`src/rtl/acw_pkg.sv`:
```
// Shared constants, register layouts and state types for the converter control block
package acw_pkg;

    // Register byte offsets
    localparam logic [7:0] OFF_PRST   = 8'h00;
    localparam logic [7:0] OFF_PCLK   = 8'h04;
    localparam logic [7:0] OFF_MODE0  = 8'h08;
    localparam logic [7:0] OFF_TRIG   = 8'h0C;
    localparam logic [7:0] OFF_REFC   = 8'h10;
    localparam logic [7:0] OFF_UL     = 8'h14;
    localparam logic [7:0] OFF_LL     = 8'h18;
    localparam logic [7:0] OFF_CHSEL  = 8'h1C;
    localparam logic [7:0] OFF_RESULT = 8'h20;
    localparam logic [7:0] OFF_STAT   = 8'h24;
    localparam logic [7:0] OFF_MASK   = 8'h28;

    // Bit positions
    localparam int CONV_RESET_BIT = 5;
    localparam int CONV_CLKEN_BIT = 5;
    localparam int DONE_FLAG_BIT  = 0;

    // Values after reset
    localparam logic [7:0] RST_PRST  = 8'h00;
    localparam logic [7:0] RST_PCLK  = 8'h00;
    localparam logic [7:0] RST_UL    = 8'hFF;
    localparam logic [7:0] RST_LL    = 8'h00;
    localparam logic [7:0] RST_MASK  = 8'h01;
    localparam logic [7:0] RST_ZERO8 = 8'h00;

    // Conversion timing in converter clocks
    localparam logic [4:0] STAB_CLKS = 5'h02;
    localparam logic [4:0] LV1_CLKS  = 5'h13;
    localparam logic [4:0] LV1_SAMP  = 5'h07;
    localparam logic [4:0] LV2_CLKS  = 5'h11;
    localparam logic [4:0] LV2_SAMP  = 5'h05;

    localparam logic [1:0] RESP_OKAY   = 2'h0;
    localparam logic [1:0] RESP_SLVERR = 2'h2;

    localparam logic [1:0] TMODE_HW_NOWAIT = 2'h2;
    localparam logic [1:0] TIMING_LV2      = 2'h3;
    localparam logic [1:0] PREF_PROHIBITED = 2'h3;

    typedef struct packed {
        logic       conversion_run;
        logic       channel_select_mode;
        logic [2:0] conv_clock_div;
        logic [1:0] conv_timing;
        logic       comparator_enable;
    } acw_mode0_t;

    typedef struct packed {
        logic [1:0] trigger_mode;
        logic       oneshot_select;
        logic [2:0] rsv;
        logic [1:0] hw_trigger_source;
    } acw_trig_t;

    typedef struct packed {
        logic [1:0] pos_reference;
        logic       neg_reference_select;
        logic       rsv4;
        logic       window_check_select;
        logic       snooze_enable;
        logic       rsv1;
        logic       resolution_select;
    } acw_refc_t;

    typedef struct packed {
        logic       internal_source_select;
        logic [1:0] rsv;
        logic [4:0] channel;
    } acw_chsel_t;

    typedef enum logic [1:0] {
        ST_IDLE = 2'b00,
        ST_WAIT = 2'b01,
        ST_STAB = 2'b10,
        ST_CONV = 2'b11
    } acw_conv_state_t;

    typedef struct packed {
        logic [7:0]      prst;
        logic [7:0]      pclk;
        acw_mode0_t      m0;
        acw_trig_t       trg;
        acw_refc_t       refc;
        logic [7:0]      ul;
        logic [7:0]      ll;
        acw_chsel_t      chs;
        logic [9:0]      result;
        logic [7:0]      stat;
        logic [7:0]      mask;
        logic            aw_v;
        logic [7:0]      aw_a;
        logic            w_v;
        logic [7:0]      w_d;
        logic            w_lane0;
        logic            awready;
        logic            wready;
        logic            bvalid;
        logic [1:0]      bresp;
        logic            arready;
        logic            rvalid;
        logic [31:0]     rdata;
        logic [1:0]      rresp;
        acw_conv_state_t st;
        logic [6:0]      div_cnt;
        logic [4:0]      tick_cnt;
        logic [1:0]      scan_idx;
        logic            fad_tick;
        logic            sampling;
        logic            busy;
        logic [5:0]      chan;
        logic            irq;
    } acw_state_t;

    // Converter clock divide ratio per divider code
    function automatic logic [6:0] acw_div(input logic [2:0] code);
        case (code)
            3'h0:    acw_div = 7'h40;
            3'h1:    acw_div = 7'h20;
            3'h2:    acw_div = 7'h10;
            3'h3:    acw_div = 7'h08;
            3'h4:    acw_div = 7'h06;
            3'h5:    acw_div = 7'h05;
            3'h6:    acw_div = 7'h04;
            default: acw_div = 7'h02;
        endcase
    endfunction

endpackage

```
`src/rtl/acw_top.sv`:
```
// Converter control with window compare, reached over AXI4-Lite
// How it works
// - Converter reset bit high holds converter and its registers in reset.
// - Clock-gate bit low stops the converter clock; high supplies it.
// - Channel mode bit: 0 single selected channel, 1 scan through channels.
// - Divider code 0..7 gives converter clock of system clock /64,32,16,8,6,5,4,2.
// - Timing 10: 2+19 clocks, 7 sampling; timing 11: 2+17, 5 sampling.
// - Trigger mode: upper bit 0 software; 10 hardware no-wait; 11 hardware wait.
// - Conversion mode bit: 0 sequential, 1 one-shot.
// - Trigger source: 00 timer ch1, 01 event link, 10 RTC, 11 interval timer.
// - Positive reference: 00 supply, 01 external pin, 10 internal; 11 forbidden.
// - Negative reference bit: 0 ground, 1 external pin shared with input 1.
// - Window check 0: interrupt when lower <= result <= upper.
// - Window check 1: interrupt when result below lower or above upper.
// - Snooze bit enables the snooze function when 1.
// - Resolution bit: 0 gives 10-bit result, 1 gives 8-bit result.
// - Separate writable 8-bit upper and lower limit registers bound the compare.
// - Channel code zero routes input 0; internal bit plus 00001 routes internal reference.
// - Done flag set on a window compare hit; set mask bit blocks the interrupt but not the flag.
`timescale 1ns/100ps
module acw_top
(
    // Clock and reset
    input  wire logic        CLOCK,
    input  wire logic        RST,
    // AXI4-Lite write
    input  wire logic [7:0]  AWADDR,
    input  wire logic        AWVALID,
    output logic             AWREADY,
    input  wire logic [31:0] WDATA,
    input  wire logic [3:0]  WSTRB,
    input  wire logic        WVALID,
    output logic             WREADY,
    output logic [1:0]       BRESP,
    output logic             BVALID,
    input  wire logic        BREADY,
    // AXI4-Lite read
    input  wire logic [7:0]  ARADDR,
    input  wire logic        ARVALID,
    output logic             ARREADY,
    output logic [31:0]      RDATA,
    output logic [1:0]       RRESP,
    output logic             RVALID,
    input  wire logic        RREADY,
    // Trigger sources and converted sample
    input  wire logic [3:0]  HW_TRIG,
    input  wire logic [9:0]  ANALOG_DATA,
    // Converter control
    output logic             CONV_RESET,
    output logic             CONV_CLK_EN,
    output logic             FAD_TICK,
    output logic             SAMPLING,
    output logic             CONV_BUSY,
    output logic [5:0]       CHANNEL_SEL,
    output logic [1:0]       POS_REF,
    output logic             NEG_REF,
    output logic             RES_8BIT,
    output logic             SNOOZE_EN,
    // Interrupt
    output logic             IRQ
);

    acw_pkg::acw_state_t q;
    acw_pkg::acw_state_t n;

    logic       tick;
    logic       armed;
    logic       last_tick;
    logic [4:0] total;
    logic [4:0] samp;
    logic [7:0] cmp_val;
    logic       hit;
    logic [7:0] set_bits;
    logic       hw_ev;

    always_comb
    begin
        n         = q;
        set_bits  = 8'h00;
        tick      = (q.div_cnt == 7'(acw_pkg::acw_div(q.m0.conv_clock_div) - 7'h01));
        armed     = q.m0.conversion_run && q.m0.comparator_enable;
        total     = (q.m0.conv_timing == acw_pkg::TIMING_LV2) ? acw_pkg::LV2_CLKS
                                                               : acw_pkg::LV1_CLKS;
        samp      = (q.m0.conv_timing == acw_pkg::TIMING_LV2) ? acw_pkg::LV2_SAMP
                                                               : acw_pkg::LV1_SAMP;
        last_tick = tick && (q.tick_cnt == 5'(total - 5'h01));
        // Trigger taken as a level; pulses during a conversion are lost
        hw_ev     = HW_TRIG[q.trg.hw_trigger_source];
        cmp_val   = ANALOG_DATA[9:2];
        if (q.refc.window_check_select)
            hit = (cmp_val < q.ll) || (cmp_val > q.ul);
        else
            hit = (q.ll <= cmp_val) && (cmp_val <= q.ul);

        // Converter sequencing, frozen while its clock is gated
        // Divider restarts on entry to each phase, so phases are whole converter clocks
        n.fad_tick = 1'b0;
        if (q.pclk[acw_pkg::CONV_CLKEN_BIT])
        begin
            if (q.st == acw_pkg::ST_STAB || q.st == acw_pkg::ST_CONV)
                n.div_cnt = tick ? 7'h00 : 7'(q.div_cnt + 7'h01);
            else
                n.div_cnt = 7'h00;
            n.fad_tick = tick && (q.st == acw_pkg::ST_STAB || q.st == acw_pkg::ST_CONV);
            if (!armed)
            begin
                n.st       = acw_pkg::ST_IDLE;
                n.tick_cnt = 5'h00;
                n.scan_idx = 2'h0;
            end
            else
            begin
                case (q.st)
                    acw_pkg::ST_IDLE:
                    begin
                        n.tick_cnt = 5'h00;
                        if (q.trg.trigger_mode[1])
                            n.st = acw_pkg::ST_WAIT;
                        else
                            n.st = acw_pkg::ST_STAB;
                    end
                    acw_pkg::ST_WAIT:
                    begin
                        n.tick_cnt = 5'h00;
                        if (!q.trg.trigger_mode[1])
                            n.st = acw_pkg::ST_IDLE;
                        else if (hw_ev)
                        begin
                            if (q.trg.trigger_mode == acw_pkg::TMODE_HW_NOWAIT)
                                n.st = acw_pkg::ST_CONV;
                            else
                                n.st = acw_pkg::ST_STAB;
                        end
                    end
                    acw_pkg::ST_STAB:
                    begin
                        if (tick)
                        begin
                            if (q.tick_cnt == 5'(acw_pkg::STAB_CLKS - 5'h01))
                            begin
                                n.tick_cnt = 5'h00;
                                n.st       = acw_pkg::ST_CONV;
                            end
                            else
                                n.tick_cnt = 5'(q.tick_cnt + 5'h01);
                        end
                    end
                    acw_pkg::ST_CONV:
                    begin
                        if (last_tick)
                        begin
                            n.tick_cnt = 5'h00;
                            if (q.refc.resolution_select)
                                n.result = {2'b00, ANALOG_DATA[9:2]};
                            else
                                n.result = ANALOG_DATA;
                            if (hit)
                                set_bits[acw_pkg::DONE_FLAG_BIT] = 1'b1;
                            if (q.m0.channel_select_mode)
                                n.scan_idx = 2'(q.scan_idx + 2'h1);
                            if (q.trg.oneshot_select)
                            begin
                                if (q.trg.trigger_mode[1])
                                    n.st = acw_pkg::ST_WAIT;
                                else
                                begin
                                    n.st                = acw_pkg::ST_IDLE;
                                    n.m0.conversion_run = 1'b0;
                                end
                            end
                            else
                                n.st = acw_pkg::ST_CONV;
                        end
                        else if (tick)
                            n.tick_cnt = 5'(q.tick_cnt + 5'h01);
                    end
                    default:
                        n.st = acw_pkg::ST_IDLE;
                endcase
            end
        end

        // AXI write channel capture
        if (AWVALID && q.awready)
        begin
            n.aw_v = 1'b1;
            n.aw_a = AWADDR;
        end
        if (WVALID && q.wready)
        begin
            n.w_v     = 1'b1;
            n.w_d     = WDATA[7:0];
            n.w_lane0 = WSTRB[0];
        end
        if (q.bvalid && BREADY)
            n.bvalid = 1'b0;
        if (q.aw_v && q.w_v && !q.bvalid)
        begin
            n.aw_v   = 1'b0;
            n.w_v    = 1'b0;
            n.bvalid = 1'b1;
            n.bresp  = acw_pkg::RESP_OKAY;
            case (q.aw_a)
                acw_pkg::OFF_PRST:
                    if (q.w_lane0) n.prst = q.w_d;
                acw_pkg::OFF_PCLK:
                    if (q.w_lane0) n.pclk = q.w_d;
                acw_pkg::OFF_MODE0:
                    if (q.w_lane0)
                    begin
                        n.m0 = acw_pkg::acw_mode0_t'(q.w_d);
                        // A clear of the run bit by hardware loses to a software start
                    end
                acw_pkg::OFF_TRIG:
                    if (q.w_lane0) n.trg = acw_pkg::acw_trig_t'(q.w_d & 8'hE3);
                acw_pkg::OFF_REFC:
                    if (q.w_lane0)
                    begin
                        n.refc = acw_pkg::acw_refc_t'(q.w_d & 8'hED);
                        if (q.w_d[7:6] == acw_pkg::PREF_PROHIBITED)
                            n.refc.pos_reference = q.refc.pos_reference;
                    end
                acw_pkg::OFF_UL:
                    if (q.w_lane0) n.ul = q.w_d;
                acw_pkg::OFF_LL:
                    if (q.w_lane0) n.ll = q.w_d;
                acw_pkg::OFF_CHSEL:
                    if (q.w_lane0) n.chs = acw_pkg::acw_chsel_t'(q.w_d & 8'h9F);
                acw_pkg::OFF_RESULT:
                    n.bresp = acw_pkg::RESP_OKAY;
                acw_pkg::OFF_STAT:
                    if (q.w_lane0) n.stat = q.stat & ~q.w_d;
                acw_pkg::OFF_MASK:
                    if (q.w_lane0) n.mask = q.w_d;
                default:
                    n.bresp = acw_pkg::RESP_SLVERR;
            endcase
        end
        // New events win over a same-cycle clear
        n.stat = n.stat | set_bits;

        // AXI read channel
        if (q.rvalid && RREADY)
            n.rvalid = 1'b0;
        if (ARVALID && q.arready)
        begin
            n.rvalid = 1'b1;
            n.rresp  = acw_pkg::RESP_OKAY;
            case (ARADDR)
                acw_pkg::OFF_PRST:   n.rdata = {24'h000000, q.prst};
                acw_pkg::OFF_PCLK:   n.rdata = {24'h000000, q.pclk};
                acw_pkg::OFF_MODE0:  n.rdata = {24'h000000, q.m0};
                acw_pkg::OFF_TRIG:   n.rdata = {24'h000000, q.trg};
                acw_pkg::OFF_REFC:   n.rdata = {24'h000000, q.refc};
                acw_pkg::OFF_UL:     n.rdata = {24'h000000, q.ul};
                acw_pkg::OFF_LL:     n.rdata = {24'h000000, q.ll};
                acw_pkg::OFF_CHSEL:  n.rdata = {24'h000000, q.chs};
                acw_pkg::OFF_RESULT: n.rdata = {22'h000000, q.result};
                acw_pkg::OFF_STAT:   n.rdata = {24'h000000, q.stat};
                acw_pkg::OFF_MASK:   n.rdata = {24'h000000, q.mask};
                default:
                begin
                    n.rdata = 32'h00000000;
                    n.rresp = acw_pkg::RESP_SLVERR;
                end
            endcase
        end

        // Converter held in reset with its registers at their reset values
        if (n.prst[acw_pkg::CONV_RESET_BIT])
        begin
            n.m0       = acw_pkg::acw_mode0_t'(acw_pkg::RST_ZERO8);
            n.trg      = acw_pkg::acw_trig_t'(acw_pkg::RST_ZERO8);
            n.refc     = acw_pkg::acw_refc_t'(acw_pkg::RST_ZERO8);
            n.chs      = acw_pkg::acw_chsel_t'(acw_pkg::RST_ZERO8);
            n.ul       = acw_pkg::RST_UL;
            n.ll       = acw_pkg::RST_LL;
            n.result   = 10'h000;
            n.st       = acw_pkg::ST_IDLE;
            n.div_cnt  = 7'h00;
            n.tick_cnt = 5'h00;
            n.scan_idx = 2'h0;
            n.fad_tick = 1'b0;
        end

        // Registered outputs
        n.awready  = !n.aw_v;
        n.wready   = !n.w_v;
        n.arready  = !n.rvalid;
        n.busy     = (n.st == acw_pkg::ST_STAB) || (n.st == acw_pkg::ST_CONV);
        n.sampling = (n.st == acw_pkg::ST_CONV) && (n.tick_cnt < samp);
        if (n.chs.internal_source_select)
            n.chan = {1'b1, n.chs.channel};
        else if (n.m0.channel_select_mode)
            n.chan = {1'b0, 5'(n.chs.channel + {3'b000, n.scan_idx})};
        else
            n.chan = {1'b0, n.chs.channel};
        // Level interrupt from the next status, so it rises with the flag
        n.irq = |(n.stat & ~n.mask);
    end

    always_ff @(posedge CLOCK)
    begin
        if (RST)
        begin
            q          <= '0;
            q.prst     <= acw_pkg::RST_PRST;
            q.pclk     <= acw_pkg::RST_PCLK;
            q.ul       <= acw_pkg::RST_UL;
            q.ll       <= acw_pkg::RST_LL;
            q.mask     <= acw_pkg::RST_MASK;
            q.st       <= acw_pkg::ST_IDLE;
            q.awready  <= 1'b1;
            q.wready   <= 1'b1;
            q.arready  <= 1'b1;
        end
        else
            q <= n;
    end

    assign AWREADY     = q.awready;
    assign WREADY      = q.wready;
    assign BVALID      = q.bvalid;
    assign BRESP       = q.bresp;
    assign ARREADY     = q.arready;
    assign RVALID      = q.rvalid;
    assign RDATA       = q.rdata;
    assign RRESP       = q.rresp;
    assign CONV_RESET  = q.prst[acw_pkg::CONV_RESET_BIT];
    assign CONV_CLK_EN = q.pclk[acw_pkg::CONV_CLKEN_BIT];
    assign FAD_TICK    = q.fad_tick;
    assign SAMPLING    = q.sampling;
    assign CONV_BUSY   = q.busy;
    assign CHANNEL_SEL = q.chan;
    assign POS_REF     = q.refc.pos_reference;
    assign NEG_REF     = q.refc.neg_reference_select;
    assign RES_8BIT    = q.refc.resolution_select;
    assign SNOOZE_EN   = q.refc.snooze_enable;
    assign IRQ         = q.irq;

endmodule

```
`config.mk`:
```
export PLATFORM = sky130hd
export DESIGN_NAME = acw_top
export DESIGN_NICKNAME = d
export VERILOG_FILES = /design/src/rtl/acw_pkg.sv /design/src/rtl/acw_top.sv
export SDC_FILE = /design/constraint.sdc
export NUM_CORES = 1
export LEC_CHECK = 0
export ABC_AREA = 1
export ABC_CLOCK_PERIOD_IN_PS = 5800
export BUFFER_PORTS_ARGS = -buffer_cell sky130_fd_sc_hd__buf_4
export CAP_MARGIN = 20
export CORE_MARGIN = 2
export CORE_UTILIZATION = 35
export CTS_CLUSTER_DIAMETER = 200
export DETAILED_ROUTE_END_ITERATION = 8
export PLACE_DENSITY = 0.52
export SYNTH_ARGS = -nofsm -noshare
export SYNTH_HDL_FRONTEND = slang
export SYNTH_SLANG_ARGS = --single-unit
```
`constraint.sdc`:
```
create_clock -name CLOCK -period 5.8 [get_ports CLOCK]
set_clock_uncertainty 0.2 [all_clocks]
set_input_delay 0.58 -clock CLOCK [delete_from_list [all_inputs] [get_ports CLOCK]]
set_output_delay 0.58 -clock CLOCK [all_outputs]
set_load 0.03 [all_outputs]
```
==> results.yml <==
synthesis:
  synth_cell_types: 57
  synth_edf_count: 0
  yosysMostFrequentCell: "nand2_1"
  yosys-top-cells-count: "nand2_1 (173), dfxtp_1 (144), inv_1 (139)"
  synth-compound-area-share_pct: 19.6
  synth-adder-area-share_pct: 3.95
  synth-simple-area-share_pct: 24.7
  netlist.area_leader.share_pct: 37.0
  async_reset_ff_share_pct: 0
  yosys.area.top_type: "dfxtp_1"
  netlist_area_um2: 7800
  syn_inst: 1076
  ys_ff_latch: 144
  synthMuxAreaShare_pct: 0
  avgSynthCellArea_um2: 7.25
  synth_top_family_by_area: "simple AND/OR/NAND/NOR gates"
  yosys_warnings: 0
  synthFlopType: "dfxtp_1"
  synth_seq_area_share_pct: 37.0
  synth_xor_area_share_pct: 0.899
  synthTopCellsByArea: "dfxtp_1 (37%), nand2_1 (8.3%), inv_1 (6.7%), nor2_1 (6.0%), a21oi_1 (5.5%)"
clock_network:
  htree_levels: 4
  clkTransAtPathRegs_ns: 0.07
  cts_tree: "done"
  ctsResizeCount: 0
  cts-root-buf: "clkbuf_16"
  numCtsBuffers: 17
  cts_hold_buf: 0
  cts_setup_buffers: 0
  clock_latency_ns: 0.43
  clk_path_buf_depth: 2
  cts_sinks: 144
grt:
  antenna_found_initial: 0
  grt_pass1_vias: 6713
  grt.met2_usage_pct: 33.2
  grt_pass1_wl_um: 37700
  grt_max_degree: 56
  gr-total-overflow: 0
  met1_usage_pct: 26.7
  grtUsageTotal_pct: 20.7
  top_usage_layer: "met2"
  globalRouteMet3Util_pct: 4.08
detailed_routing:
  via_count: 7084
  drc: 0
  vias_per_cell: 5.02
  drtPass1Iterations: 5
  wl_um: 24000
  drtAntennaViolNets: 0
  routedWlPerCell_um: 17.0
  drtIter0Drc: 462
critical_path:
  reg2reg_slack_ns: 1.96
  required_ns: 5.92
  critPathLaunch: "q[155]"
  path_class: "register to register"
  end_kind: "register"
  path_buf_inv: 1
  crit_path_max_fanout: 7
  cpPeakStageDelay_ns: 0.46
  critPathArrivalTime_ns: 3.96
  worst_setup_path_start_kind: "register"
  worst_r2r_path_depth: 19
  slowest_stage: "dfxtp_1"
  worstReg2RegEnd: "CHANNEL_SEL[4]"
  crit_chain: "nor2_1 > o21ai_0 > ha_1 > nand3b_1 > nand2_1 > nand2_1 > nand2_2 > nor2_4 > nand3_4 > o31ai_1 > nand3_1 > a21oi_1 > ha_1 > inv_1 > fa_1 > nor2_4 > nand3_1 > o21ai_1 > a21oi_1"
  crit_family: "simple AND/OR/NAND/NOR gates"
  timing.rr.start: "q[155]"
sta:
  fmax_mhz: 260
  rsz0062_at_grt: "false"
  setup_tns_ns: 0
  finalMaxSlewViolations: 0
  timing.final.crit_period_ns: 3.84
  tightest_slew_ns: 0.983
  holdWs_ns: 0.192
  period_share_pct: 66.2
  slew_headroom_pct: 34.0
  final-setup-viol-count: 0
  hold_viol: 0
status:
  status: "finished, final reports clean"
floorplanning:
  die_y_um: 153
  start_util_pct: 35.7
  rows: 54
  design.die.area_um2: 23500
  fp.coreArea_um2: 21800
  io_pins: 131
  die_w_um: 153
min_path:
  min_path_cells: 3
  hp-class: "input port to register"
  min_from: "AWADDR[7]"
  min_to: "q[84]"
place:
  numPlacedInstances: 1380
  port_buffers: 79
  gp_congestion: 0.877
  placed_cell_area_um2: 8350
  hpwlAfterDp_um: 17800
layout:
  areaGrowthSynthToFinish_pct: 14.5
  fillers: 2343
  design_area_um2: 8930
  finalNonFillerCells: 1412
  drive_gt1_share_pct: 15.0
  n_antenna_cell: 0
  final_nets: 1216
power_and_ir_drop:
  ir_worst_vdd_v: 0.000168
  pwr_density_cell_nw_per_um2: 257
  leakagePower_nw: 3.81
flow_run:
  drv_cap: 0
## registers in the layout, indices dropped and copies added, names as in the netlist, 2 cells and up
register and cells:
CHANNEL_SEL 5, POS_REF 2, RDATA 10, q 111
## cell type report
| type | instances | area (um^2) | area share [%] |
|---|---|---|---|
| Clock buffer | 17 | 425 | 4.77 |
| Clock inverter | 15 | 153 | 1.71 |
| Inverter | 149 | 561 | 6.28 |
| Multi-Input combinational cell | 724 | 3930 | 44.1 |
| Sequential cell | 144 | 2880 | 32.3 |
| Tap cell | 280 | 350 | 3.92 |
| Timing Repair Buffer | 83 | 623 | 6.98 |
## stage by stage
step / setup WS [ns] / util (%) / power, mW
after floorplan: 2.52 / - / 1.17
final: 1.96 / 40.9 / 2.29
after detailed placement: 1.92 / 38.3 / 1.23
after global routing: 1.56 / 40.9 / 2.37
after global placement: 2.01 / 38.3 / 1.23
after CTS: 1.92 / 40.9 / 2.31
## cells by family after synthesis
kind of cell / count (synthesis)
and+or+nand+nor: 424
AOI/OAI and AO/OA: 244
buffers and inverters: 231
DFF: 144
adders and majority gates: 24
xor gates and xnor gates: 8
other: 1
## where the power goes
part | switching, mW | internal, mW | leakage [nW]
combinational | 0.131 | 0.0483 | 2.37
sequential | 0.0186 | 1.00 | 1.17
clock | 0.487 | 0.605 | 0.277
## metal layers
metal  share of wire [%]  vias to the layer above  wire length [um]
met4                 4.1                        0               975
met2                  46                      194             11100
met1                  45                     3215             10700
met3                 5.1                       50              1210
li1                    -                     3625                 -
met5                   0                        -                 0
## worst max-delay path by stage
stage | to | depth (start not counted)
finish | CHANNEL_SEL[4] | 19
global route | CHANNEL_SEL[4] | 20
CTS | CHANNEL_SEL[4] | 19
detailed placement | CHANNEL_SEL[4] | 19
global placement | CHANNEL_SEL[4] | 20
floorplan | CHANNEL_SEL[4] | 19
## placed cells by master, fill, tap and decap left out, types with 7 or more instances in the layout
master and n:
nand2_1 173, nor2_2 9, nor2_1 124, xor2_1 7
buf_4 83, nand3_1 64, nand2_2 13, o21ai_0 45
o211ai_1 22, nor2_4 7, a31oi_1 9, o22ai_1 23
ha_1 23, a211oi_1 18, dfxtp_1 144, inv_1 139
nand4_1 18, conb_1 24, inv_2 9, clkbuf_16 17
a21oi_1 86
## worst reg2reg max path, delay by kind of cell (launching register included)
kind / cells / cell delay [ns]
buf+inv: 1 / 0.06
simple gates: 10 / 1.21
flops: 1 / 0.46
compound gates: 5 / 0.87
fa+ha+maj: 3 / 0.94
Note: power is estimated with default switching activity, not from simulation.
